$ cat src/pkg/tcg_defines.svh
// Register offsets, field positions, reset values and fixed figures of the glyph configuration
`ifndef TCG_DEFINES_SVH
`define TCG_DEFINES_SVH

// ==========================================================
// Register offsets
`define TCG_OFS_MEM_CFG      8'h00
`define TCG_OFS_CHAR_WIDTH   8'h01
`define TCG_OFS_CG_START_LO  8'h19
`define TCG_OFS_CG_START_HI  8'h1a
`define TCG_OFS_STATUS       8'h30

// ==========================================================
// Field positions
`define TCG_BIT_SRC          0
`define TCG_BIT_RSVD1        1
`define TCG_BIT_HEIGHT       2
`define TCG_BIT_ORIGIN       5
`define TCG_BIT_AC_SEL       7

// ==========================================================
// Reset values and write mask
`define TCG_RST_MEM_CFG      8'h10
`define TCG_RST_CHAR_WIDTH   8'h87
`define TCG_MEM_CFG_WMASK    8'hfd

// ==========================================================
// Fixed figures
`define TCG_ROM_GLYPHS       9'h0a0
`define TCG_ROM_GLYPH_W      4'h5
`define TCG_ROM_GLYPH_H      5'h07
`define TCG_RAM_GLYPHS_MAX   9'h100
`define TCG_RAM_GLYPHS_ROM   9'h040
`define TCG_HEIGHT_SMALL     5'h08
`define TCG_HEIGHT_LARGE     5'h10
`define TCG_SEG_PIXELS       4'h8
`define TCG_AC_LINES         5'h10
`define TCG_AC_FRAMES        2'h2
`define TCG_GLYPH_BYTES_8    16'h0008
`define TCG_GLYPH_BYTES_16   16'h0010

`endif

$ cat src/pkg/tcg_pkg.sv
// Types shared by the glyph configuration modules
package tcg_pkg;

   typedef enum logic {
      TCG_SRC_ROM,
      TCG_SRC_RAM
   } tcg_src_t;

   typedef enum logic {
      TCG_AC_LINE16,
      TCG_AC_FRAME2
   } tcg_ac_t;

endpackage

$ cat src/pkg/tcg_pix_if.sv
// Pixel mask path between the configuration core and the segment masking module
`timescale 1ns/10ps
interface tcg_pix_if;
   logic [3:0] width_m1;
   logic [3:0] col;
   logic       origin_on;
   logic [4:0] row;
   logic [4:0] height;
   logic       last_block_row;
   logic       show;

   modport core (
      output width_m1,
      output col,
      output origin_on,
      output row,
      output height,
      output last_block_row,
      input  show
   );

   modport mask (
      input  width_m1,
      input  col,
      input  origin_on,
      input  row,
      input  height,
      input  last_block_row,
      output show
   );
endinterface

$ cat src/hdl/tcg_pix_mask.sv
// Decides whether one glyph pixel is visible for width and origin shift
`timescale 1ns/10ps
`include "tcg_defines.svh"
module tcg_pix_mask (
   tcg_pix_if.mask pix
);
   logic [4:0] shifted_row;
   logic       in_width;
   logic       lost_row;

   always_comb begin
      // Cell width is field plus one; columns past it in the last segment stay dark
      in_width    = (pix.col <= pix.width_m1);
      // Font drawn one row lower; its bottom row on the block's last line is dropped
      shifted_row = pix.origin_on ? pix.row + 5'h01 : pix.row;
      lost_row    = pix.origin_on && pix.last_block_row
                    && (pix.row == pix.height - 5'h01);
      pix.show    = in_width && !lost_row && (shifted_row <= pix.height);
   end
endmodule

$ cat src/hdl/tcg_char_gen_cfg.sv
// Character generator and AC drive configuration registers with fetch-side decode
`timescale 1ns/10ps
`include "tcg_defines.svh"
// Function
// - Height bit gives 8-pixel glyphs when clear, 16 when set
// - Memory configuration bit 1 is reserved and reads zero
// - Source bit picks fixed glyph ROM when clear, user glyph RAM when set
// - Fixed ROM holds 160 glyphs of 5 by 7 pixels
// - User RAM as source holds up to 256 glyphs
// - User glyphs located from the start address register pair
// - With ROM selected, user RAM limited to 64 glyphs of 8 by 8
// - User glyph RAM use allows only one bit per pixel
// - AC select inverts every 16 lines when clear, every two frames when set
// - Four-bit width field in character size bits 3 to 0
// - Data fetched in 8-bit segments; characters wider than eight pixels use two segments
// - Pixels beyond width in the last segment are hidden
// - Default character field width is eight pixels
// - Origin compensation shifts font down one row
// - With compensation, bottom glyph row on block's last line is hidden
// - Bit 5 clear enables origin compensation, set disables it
// - Any memory configuration write resets timing and blanks display
module tcg_char_gen_cfg (
   // Clock and reset
   input  wire logic        i_core_clk,
   input  wire logic        i_srst,
   // Register port
   input  wire logic [7:0]  i_addr,
   input  wire logic [7:0]  i_wdata,
   input  wire logic        i_wr,
   input  wire logic        i_rd,
   output logic      [7:0]  o_rdata,
   // Display timing
   input  wire logic        i_line_strobe,
   input  wire logic        i_frame_strobe,
   input  wire logic        i_bpp_one,
   output logic             o_timing_reset,
   output logic             o_display_off,
   output logic             o_ac_drive,
   // Glyph fetch
   input  wire logic [7:0]  i_glyph_code,
   input  wire logic [4:0]  i_glyph_row,
   input  wire logic [3:0]  i_pixel_col,
   input  wire logic        i_last_block_row,
   input  wire logic        i_display_on,
   output logic             o_use_ram,
   output logic             o_code_valid,
   output logic      [15:0] o_glyph_addr,
   output logic      [4:0]  o_char_height,
   output logic      [1:0]  o_segments,
   output logic             o_pixel_show,
   output logic             o_bpp_error
);

   // ==========================================================
   // State
   typedef struct packed {
      logic [7:0]  mem_cfg;
      logic [7:0]  width_ac;
      logic [15:0] cg_start;
      logic [7:0]  rdata;
      logic        timing_reset;
      logic        display_off;
      logic        ac_drive;
      logic [4:0]  line_cnt;
      logic [1:0]  frame_cnt;
      logic        use_ram;
      logic        code_valid;
      logic [15:0] glyph_addr;
      logic [4:0]  char_height;
      logic [1:0]  segments;
      logic        pixel_show;
      logic        bpp_error;
   } tcg_state_t;

   tcg_state_t st_reg;
   tcg_state_t st_next;

   tcg_pix_if        pix ();
   tcg_pkg::tcg_src_t src;
   tcg_pkg::tcg_ac_t  ac_mode;
   logic [4:0]       height;
   logic [15:0]      glyph_bytes;

   tcg_pix_mask u_mask (
      .pix (pix)
   );

   assign src     = tcg_pkg::tcg_src_t'(st_reg.mem_cfg[`TCG_BIT_SRC]);
   assign ac_mode = tcg_pkg::tcg_ac_t'(st_reg.width_ac[`TCG_BIT_AC_SEL]);
   assign height  = st_reg.mem_cfg[`TCG_BIT_HEIGHT] ? `TCG_HEIGHT_LARGE
                                                     : `TCG_HEIGHT_SMALL;
   assign glyph_bytes = st_reg.mem_cfg[`TCG_BIT_HEIGHT] ? `TCG_GLYPH_BYTES_16
                                                         : `TCG_GLYPH_BYTES_8;

   assign pix.width_m1       = st_reg.width_ac[3:0];
   assign pix.col            = i_pixel_col;
   assign pix.origin_on      = !st_reg.mem_cfg[`TCG_BIT_ORIGIN];
   assign pix.row            = i_glyph_row;
   // Fixed glyphs have seven rows but sit in the same selected cell height
   assign pix.height         = height;
   assign pix.last_block_row = i_last_block_row;

   // ==========================================================
   // Next state
   always_comb begin
      st_next = st_reg;
      st_next.timing_reset = 1'b0;
      st_next.rdata = 8'h00;
      if (i_wr) begin
         case (i_addr)
            `TCG_OFS_MEM_CFG: begin
               // Reserved bit 1 is never stored
               st_next.mem_cfg      = i_wdata & `TCG_MEM_CFG_WMASK;
               st_next.timing_reset = 1'b1;
               st_next.display_off  = 1'b1;
               st_next.line_cnt     = 5'h00;
               st_next.frame_cnt    = 2'h0;
            end
            `TCG_OFS_CHAR_WIDTH:  st_next.width_ac       = i_wdata & 8'h8f;
            `TCG_OFS_CG_START_LO: st_next.cg_start[7:0]  = i_wdata;
            `TCG_OFS_CG_START_HI: st_next.cg_start[15:8] = i_wdata;
            default: ;
         endcase
      end
      if (i_display_on && !(i_wr && i_addr == `TCG_OFS_MEM_CFG)) begin
         st_next.display_off = 1'b0;
      end
      if (i_rd) begin
         case (i_addr)
            `TCG_OFS_MEM_CFG:     st_next.rdata = st_reg.mem_cfg;
            `TCG_OFS_CHAR_WIDTH:  st_next.rdata = st_reg.width_ac;
            `TCG_OFS_CG_START_LO: st_next.rdata = st_reg.cg_start[7:0];
            `TCG_OFS_CG_START_HI: st_next.rdata = st_reg.cg_start[15:8];
            `TCG_OFS_STATUS:      st_next.rdata = {5'h00, st_reg.bpp_error,
                                                   st_reg.display_off, st_reg.ac_drive};
            default:              st_next.rdata = 8'h00;
         endcase
      end

      // AC drive polarity toggles on its selected period
      if (!(i_wr && i_addr == `TCG_OFS_MEM_CFG)) begin
         case (ac_mode)
            tcg_pkg::TCG_AC_LINE16: begin
               if (i_line_strobe) begin
                  if (st_reg.line_cnt == `TCG_AC_LINES - 5'h01) begin
                     st_next.line_cnt = 5'h00;
                     st_next.ac_drive = !st_reg.ac_drive;
                  end else begin
                     st_next.line_cnt = st_reg.line_cnt + 5'h01;
                  end
               end
            end
            tcg_pkg::TCG_AC_FRAME2: begin
               if (i_frame_strobe) begin
                  if (st_reg.frame_cnt == `TCG_AC_FRAMES - 2'h1) begin
                     st_next.frame_cnt = 2'h0;
                     st_next.ac_drive  = !st_reg.ac_drive;
                  end else begin
                     st_next.frame_cnt = st_reg.frame_cnt + 2'h1;
                  end
               end
            end
            default: ;
         endcase
      end

      // Glyph source decode
      st_next.use_ram = (src == tcg_pkg::TCG_SRC_RAM);
      if (src == tcg_pkg::TCG_SRC_RAM) begin
         st_next.code_valid = ({1'b0, i_glyph_code} < `TCG_RAM_GLYPHS_MAX);
         st_next.glyph_addr = st_reg.cg_start
                              + 16'(i_glyph_code) * glyph_bytes;
      end else begin
         // ROM codes below 160; codes above map to the small user area of 64
         if ({1'b0, i_glyph_code} < `TCG_ROM_GLYPHS) begin
            st_next.code_valid = 1'b1;
            st_next.glyph_addr = 16'(i_glyph_code) * 16'(`TCG_ROM_GLYPH_H);
         end else begin
            st_next.code_valid = ({1'b0, i_glyph_code} - `TCG_ROM_GLYPHS)
                                 < `TCG_RAM_GLYPHS_ROM;
            st_next.glyph_addr = st_reg.cg_start
                                 + 16'(i_glyph_code - 8'ha0) * `TCG_GLYPH_BYTES_8;
         end
      end
      st_next.char_height = pix.height;
      // Width of field plus one, grouped into 8-pixel fetches
      st_next.segments   = st_reg.width_ac[3] ? 2'h2 : 2'h1;
      st_next.pixel_show = pix.show;
      // User glyphs only in one bit per pixel
      st_next.bpp_error  = (st_next.use_ram || ({1'b0, i_glyph_code} >= `TCG_ROM_GLYPHS))
                           && !i_bpp_one;
      if (i_srst) begin
         st_next = '0;
         st_next.mem_cfg  = `TCG_RST_MEM_CFG;
         st_next.width_ac = `TCG_RST_CHAR_WIDTH;
      end
   end

   always_ff @(posedge i_core_clk) begin
      st_reg <= st_next;
   end

   assign o_rdata        = st_reg.rdata;
   assign o_timing_reset = st_reg.timing_reset;
   assign o_display_off  = st_reg.display_off;
   assign o_ac_drive     = st_reg.ac_drive;
   assign o_use_ram      = st_reg.use_ram;
   assign o_code_valid   = st_reg.code_valid;
   assign o_glyph_addr   = st_reg.glyph_addr;
   assign o_char_height  = st_reg.char_height;
   assign o_segments     = st_reg.segments;
   assign o_pixel_show   = st_reg.pixel_show;
   assign o_bpp_error    = st_reg.bpp_error;

   // ==========================================================
   // Checks
   a_rsvd_bit_zero : assert property (@(posedge i_core_clk) disable iff (i_srst)
      !st_reg.mem_cfg[`TCG_BIT_RSVD1]) else $error("reserved bit set");
   a_cfg_write_reset : assert property (@(posedge i_core_clk) disable iff (i_srst)
      i_wr && i_addr == `TCG_OFS_MEM_CFG |=> o_timing_reset && o_display_off)
      else $error("config write did not reset timing");
   a_height_select : assert property (@(posedge i_core_clk) disable iff (i_srst)
      st_reg.mem_cfg[`TCG_BIT_SRC] && !$past(i_srst) |=> o_char_height ==
      ($past(st_reg.mem_cfg[`TCG_BIT_HEIGHT]) ? 5'h10 : 5'h08))
      else $error("wrong glyph height");
   a_source_select : assert property (@(posedge i_core_clk) disable iff (i_srst)
      1'b1 |=> o_use_ram == $past(st_reg.mem_cfg[`TCG_BIT_SRC]))
      else $error("wrong glyph source");
   a_ac_frames : assert property (@(posedge i_core_clk) disable iff (i_srst)
      ac_mode == tcg_pkg::TCG_AC_FRAME2 && !i_frame_strobe && !i_wr |=> $stable(o_ac_drive))
      else $error("AC drive toggled without frame");
   a_rom_limit : assert property (@(posedge i_core_clk) disable iff (i_srst)
      !st_reg.mem_cfg[`TCG_BIT_SRC] && i_glyph_code >= 8'he0 |=> !o_code_valid)
      else $error("code past user area accepted");
   a_bpp_check : assert property (@(posedge i_core_clk) disable iff (i_srst)
      st_reg.mem_cfg[`TCG_BIT_SRC] && !i_bpp_one |=> o_bpp_error)
      else $error("deep format with user glyphs not flagged");
   a_width_hide : assert property (@(posedge i_core_clk) disable iff (i_srst)
      i_pixel_col > st_reg.width_ac[3:0] |=> !o_pixel_show)
      else $error("pixel beyond width shown");
   a_origin_drop : assert property (@(posedge i_core_clk) disable iff (i_srst)
      pix.origin_on && i_last_block_row && i_glyph_row == pix.height - 5'h01
      |=> !o_pixel_show) else $error("lost row shown");
   a_width_show : assert property (@(posedge i_core_clk) disable iff (i_srst)
      !pix.origin_on && i_pixel_col <= st_reg.width_ac[3:0] && i_glyph_row < pix.height
      |=> o_pixel_show) else $error("pixel inside width hidden");
   a_ac_lines : assert property (@(posedge i_core_clk) disable iff (i_srst)
      ac_mode == tcg_pkg::TCG_AC_LINE16 && !i_line_strobe |=> $stable(o_ac_drive))
      else $error("AC drive toggled without line");
   a_ac_line_flip : assert property (@(posedge i_core_clk) disable iff (i_srst)
      ac_mode == tcg_pkg::TCG_AC_LINE16 && i_line_strobe && st_reg.line_cnt == 5'h0f
      && !(i_wr && i_addr == `TCG_OFS_MEM_CFG) |=> o_ac_drive != $past(o_ac_drive))
      else $error("AC drive missed sixteenth line");
   a_ac_frame_flip : assert property (@(posedge i_core_clk) disable iff (i_srst)
      ac_mode == tcg_pkg::TCG_AC_FRAME2 && i_frame_strobe && st_reg.frame_cnt == 2'h1
      && !(i_wr && i_addr == `TCG_OFS_MEM_CFG) |=> o_ac_drive != $past(o_ac_drive))
      else $error("AC drive missed second frame");
   a_rom_codes : assert property (@(posedge i_core_clk) disable iff (i_srst)
      !st_reg.mem_cfg[`TCG_BIT_SRC] && i_glyph_code < 8'ha0 |=> o_code_valid)
      else $error("fixed glyph code refused");
   a_rom_addr : assert property (@(posedge i_core_clk) disable iff (i_srst)
      !st_reg.mem_cfg[`TCG_BIT_SRC] && i_glyph_code < 8'ha0
      |=> o_glyph_addr == {8'h00, $past(i_glyph_code)} * 16'h0007)
      else $error("wrong fixed glyph address");
   a_ram_codes : assert property (@(posedge i_core_clk) disable iff (i_srst)
      st_reg.mem_cfg[`TCG_BIT_SRC] |=> o_code_valid)
      else $error("user glyph code refused");
   a_ram_addr : assert property (@(posedge i_core_clk) disable iff (i_srst)
      st_reg.mem_cfg[`TCG_BIT_SRC] && !st_reg.mem_cfg[`TCG_BIT_HEIGHT]
      |=> o_glyph_addr == $past(st_reg.cg_start) + {5'h00, $past(i_glyph_code), 3'h0})
      else $error("wrong user glyph address");
   a_user_area : assert property (@(posedge i_core_clk) disable iff (i_srst)
      !st_reg.mem_cfg[`TCG_BIT_SRC] && i_glyph_code >= 8'ha0 && i_glyph_code < 8'he0
      |=> o_code_valid) else $error("user area code refused");
   a_two_segments : assert property (@(posedge i_core_clk) disable iff (i_srst)
      st_reg.width_ac[3:0] > 4'h7 |=> o_segments == 2'h2)
      else $error("wide cell not split in two fetches");
   a_one_segment : assert property (@(posedge i_core_clk) disable iff (i_srst)
      st_reg.width_ac[3:0] <= 4'h7 |=> o_segments == 2'h1)
      else $error("narrow cell fetched twice");
   a_width_default : assert property (@(posedge i_core_clk) disable iff (i_srst)
      $past(i_srst) |-> st_reg.width_ac[3:0] == 4'h7)
      else $error("default cell width not eight");
   a_reset_config : assert property (@(posedge i_core_clk) disable iff (i_srst)
      $past(i_srst) |-> st_reg.mem_cfg == `TCG_RST_MEM_CFG)
      else $error("wrong configuration after reset");
   a_origin_shift : assert property (@(posedge i_core_clk) disable iff (i_srst)
      pix.origin_on && !i_last_block_row && i_glyph_row == pix.height - 5'h01
      && i_pixel_col <= st_reg.width_ac[3:0] |=> o_pixel_show)
      else $error("shifted bottom row lost inside block");
   a_origin_off : assert property (@(posedge i_core_clk) disable iff (i_srst)
      st_reg.mem_cfg[`TCG_BIT_ORIGIN] && i_glyph_row == pix.height - 5'h01
      && i_pixel_col <= st_reg.width_ac[3:0] |=> o_pixel_show)
      else $error("bottom row lost without compensation");
   a_timing_pulse : assert property (@(posedge i_core_clk) disable iff (i_srst)
      o_timing_reset && !(i_wr && i_addr == `TCG_OFS_MEM_CFG) |=> !o_timing_reset)
      else $error("timing reset held too long");
   a_rsvd_read : assert property (@(posedge i_core_clk) disable iff (i_srst)
      i_rd && i_addr == `TCG_OFS_MEM_CFG |=> !o_rdata[`TCG_BIT_RSVD1])
      else $error("reserved bit read as one");
   a_width_field : assert property (@(posedge i_core_clk) disable iff (i_srst)
      i_wr && i_addr == `TCG_OFS_CHAR_WIDTH |=> st_reg.width_ac[3:0] == $past(i_wdata[3:0]))
      else $error("width field not stored");
   a_start_low : assert property (@(posedge i_core_clk) disable iff (i_srst)
      i_wr && i_addr == `TCG_OFS_CG_START_LO |=> st_reg.cg_start[7:0] == $past(i_wdata))
      else $error("start address low byte not stored");
   a_start_high : assert property (@(posedge i_core_clk) disable iff (i_srst)
      i_wr && i_addr == `TCG_OFS_CG_START_HI |=> st_reg.cg_start[15:8] == $past(i_wdata))
      else $error("start address high byte not stored");
endmodule

$ cat config.mk
export PLATFORM = sky130hd
export DESIGN_NAME = tcg_char_gen_cfg
export DESIGN_NICKNAME = d
export VERILOG_FILES = /design/src/pkg/tcg_pkg.sv /design/src/pkg/tcg_pix_if.sv /design/src/hdl/tcg_pix_mask.sv /design/src/hdl/tcg_char_gen_cfg.sv
export VERILOG_INCLUDE_DIRS = /design/src /design/src/pkg
export SDC_FILE = /design/constraint.sdc
export NUM_CORES = 1
export LEC_CHECK = 0
export BUFFER_PORTS_ARGS = -buffer_cell sky130_fd_sc_hd__buf_2
export CORE_MARGIN = 2
export CORE_UTILIZATION = 36
export CTS_BUF_LIST = sky130_fd_sc_hd__clkbuf_8
export DETAILED_ROUTE_END_ITERATION = 8
export PLACE_DENSITY_LB_ADDON = 0.3
export RECOVER_POWER = 50
export SLEW_MARGIN = 0
export SYNTH_ARGS = -nofsm -noshare
export SYNTH_HDL_FRONTEND = slang
export SYNTH_SLANG_ARGS = --single-unit
$ cat constraint.sdc
create_clock -name i_core_clk -period 8.5 [get_ports i_core_clk]
set_input_delay 0 -clock i_core_clk [delete_from_list [all_inputs] [get_ports i_core_clk]]
set_output_delay 0 -clock i_core_clk [all_outputs]
set_load 0.02 [all_outputs]
==> flow_summary.yaml <==
clock_tree:
  clockBufferDepth: 2
  clkTransAtPathRegs_ps: 80
  cts_sinks: 70
  clk_latency_ps: 360
  clockRootBuffer: "clkbuf_8"
  cts_setup_buffers: 0
  numCtsBuffers: 9
  cts_tree: "yes"
  cts_max_level: 3
layout:
  seq_area_mm2: 0.00140
  drive_gt1_share_pct: 11.0
  nets: 775
  fillers: 1417
  multiInputGateArea_mm2: 0.00332
  diodes: 0
  largest_reg_flops: 29
  area_growth_pct: 11.1
worst_setup_path:
  path_class: "reg -> reg"
  endpoint_kind: "register"
  r2r_end: "o_glyph_addr[15]$_SDFF_PP0_"
  r2r_setup_slack_ps: 4470
  required_ps: 8740
  critical_path_peak_fanout: 17
  startpoint_type: "register"
  worstRegToRegCells: 14
  cp.arrival_ps: 4270
  setup.worst_path.start: "st_reg[71]$_SDFFE_PP0P_"
  rr_startpoint: "st_reg[71]$_SDFFE_PP0P_"
routing:
  wl_per_cell_um: 15.6
  m1WireLength_um: 6150
  drt_wl_total_um: 13100
  route.met3.wl_um: 701
  ant_nets: 0
  dr.first_iter.drc_count: 348
  vias: 4431
  drtPass1Iterations: 5
  drc: 0
  vias_per_cell: 5.26
  wl_met2_um: 6050
  routed.top_layer: "met4"
placed_design:
  io_buffers: 76
  hpwlAfterDp_um: 10000
  gp_congestion: 0.878
pwr:
  p_leak_nw: 2.41
  p_total_mw: 0.762
  ir_drop_mv: 0.0705
  power_density_mw_per_mm2: 134
floorplan:
  dieHeight_um: 123
  start_util_pct: 37.0
  die-area_mm2: 0.0152
  rows: 43
  die_w_um: 123
  core_area_mm2: 0.0139
  ioPinCount: 80
synthesis:
  synth_top_area_cell: "dfxtp_1"
  ys_warn_count: 0
  ys_seq_area_share_pct: 27.3
  netlist_area_mm2: 0.00513
  syn_avg_cell_area_um2: 8.52
  ys_ff_latch: 70
  synthFlopType: "dfxtp_1"
  synthMostInstantiatedCell: "dfxtp_1"
  synthTopCellsByArea: "dfxtp_1 27%, ha_1 14%, fa_1 6.6%, a21oi_1 5.1%, nand2_1 4.6%"
  synthTopCellsByCount: "70 x dfxtp_1, 63 x nand2_1, 58 x ha_1"
  synth_top_area_share_pct: 27.3
  synthArstFlopShare_pct: 0
  synth_cell_types: 62
  synth_edf_count: 0
  synth_cells: 602
timing:
  period_needed_ps: 4030
  hold_violations: 0
  slew_violations: 58
  setup_viol: 0
  max_freq_ghz: 0.248
  fin_tns_setup_ps: 0
  rsz0062_at_grt: "false"
  skew_ps: 7.08
  post-route-period-util_pct: 47.4
  slew_headroom_pct: -70.0
  worst_slew_pin_slew_ps: 2550
worst_hold_path:
  hold_class: "in -> reg"
  min_from: "i_glyph_code[7]"
  min_to: "o_bpp_error$_SDFF_PP0_"
  hold_depth: 3
global_route:
  grt_max_degree: 58
  antenna_found_initial: 0
  grt_overflow_total: 0
  grt_usage_pct: 17.7
  grt_pass1_vias: 4142
  grt_pass1_wl_um: 20800
status:
  failed_checks: "capacitance limit, slew limit"
  status: "finished with violations"
job:
  max_cap_violations: 1
## worst max path at each step
stage	slack, ps	depth (start not counted)	end
2_1_floorplan	4920	15	o_glyph_addr[15]$_SDFF_PP0_
3_3_place_gp	4670	14	o_glyph_addr[15]$_SDFF_PP0_
3_5_place_dp	4530	14	o_glyph_addr[15]$_SDFF_PP0_
4_1_cts	4490	14	o_glyph_addr[15]$_SDFF_PP0_
5_1_grt	4230	14	o_glyph_addr[15]$_SDFF_PP0_
6_report	4470	14	o_glyph_addr[15]$_SDFF_PP0_
## final cells by class
| cell class | instances | area share (%) |
|---|---|---|
| multi-input cells | 458 | 58.2 |
| inverters | 29 | 1.91 |
| clock buffers | 10 | 2.41 |
| clock inverters | 6 | 0.658 |
| well taps | 180 | 3.95 |
| flip-flops and latches | 70 | 24.6 |
| repair buffers | 90 | 8.25 |
## where the power goes
| part | leakage (nW) | internal, mW | switching, mW | total (mW) |
|---|---|---|---|---|
| Clock | 0.0899 | 0.113 | 0.134 | 0.246 |
| Combinational | 1.75 | 0.0708 | 0.103 | 0.174 |
| Sequential | 0.569 | 0.338 | 0.00381 | 0.342 |
| Total | 2.41 | 0.522 | 0.241 | 0.762 |
## what timing repair did
action | in CTS | in global routing
gates resized for setup | 0 | 0
hold buffers | 12 | 0
hold endpoints to repair | 33 | 0
## kinds of logic (layout without fill, tap and decap cells)
| family | count (synthesis) | in the layout | share of synthesized area, % |
|---|---|---|---|
| fa+ha+maj | 75 | 75 | 20.8 |
| xor+xnor | 26 | 26 | 4.44 |
| simple gates | 192 | 192 | 18.8 |
| mux | 8 | 8 | 1.61 |
| flops | 70 | 70 | 27.3 |
| buf+inv | 81 | 135 | 8.41 |
| compound gates | 149 | 149 | 18.6 |
| other cells | 1 | 8 | 0.0731 |
## per-layer routing
metal	up-vias	GRT usage [%]
met1	2095	24.9
met4	0	5.75
met3	18	3.27
li1	2189	-
met2	129	27.3
met5	-	0
## stage by stage
stage	setup slack, ps	instances	hold slack [ps]	util [%]	cell area, um^2
3_5_place_dp	4530	815	192	39.3	5460
4_1_cts	4490	843	22.7	41.4	5750
6_report	4470	843	37.3	41.1	5700
3_3_place_gp	4670	815	193	39.3	5460
2_1_floorplan	4920	609	78.5	-	5160
5_1_grt	4230	843	45.5	41.1	5700
## worst max-delay path: stages (launching register included)
cell	delay, ps
dfxtp_1	710
inv_1	270
nor2_1	160
ha_1	260
fa_1	460
ha_1	300
ha_1	230
inv_1	80
fa_1	210
nor2b_1	70
o31a_1	280
o41a_1	350
o31ai_1	270
nand4bb_1	170
o211ai_1	90
## placed cells by master (no fill, tap or decap), types with 13 or more instances in the layout
cell and instances:
dfxtp_1 70, nand2_1 63, ha_1 58, a21oi_1 52, nor2_1 42, buf_2 40
clkbuf_1 36, inv_1 30, o21ai_0 29, nand3_1 24, fa_1 17, xor2_1 14
nand2b_1 13
No activity file was read; power rests on OpenSTA's default activity.
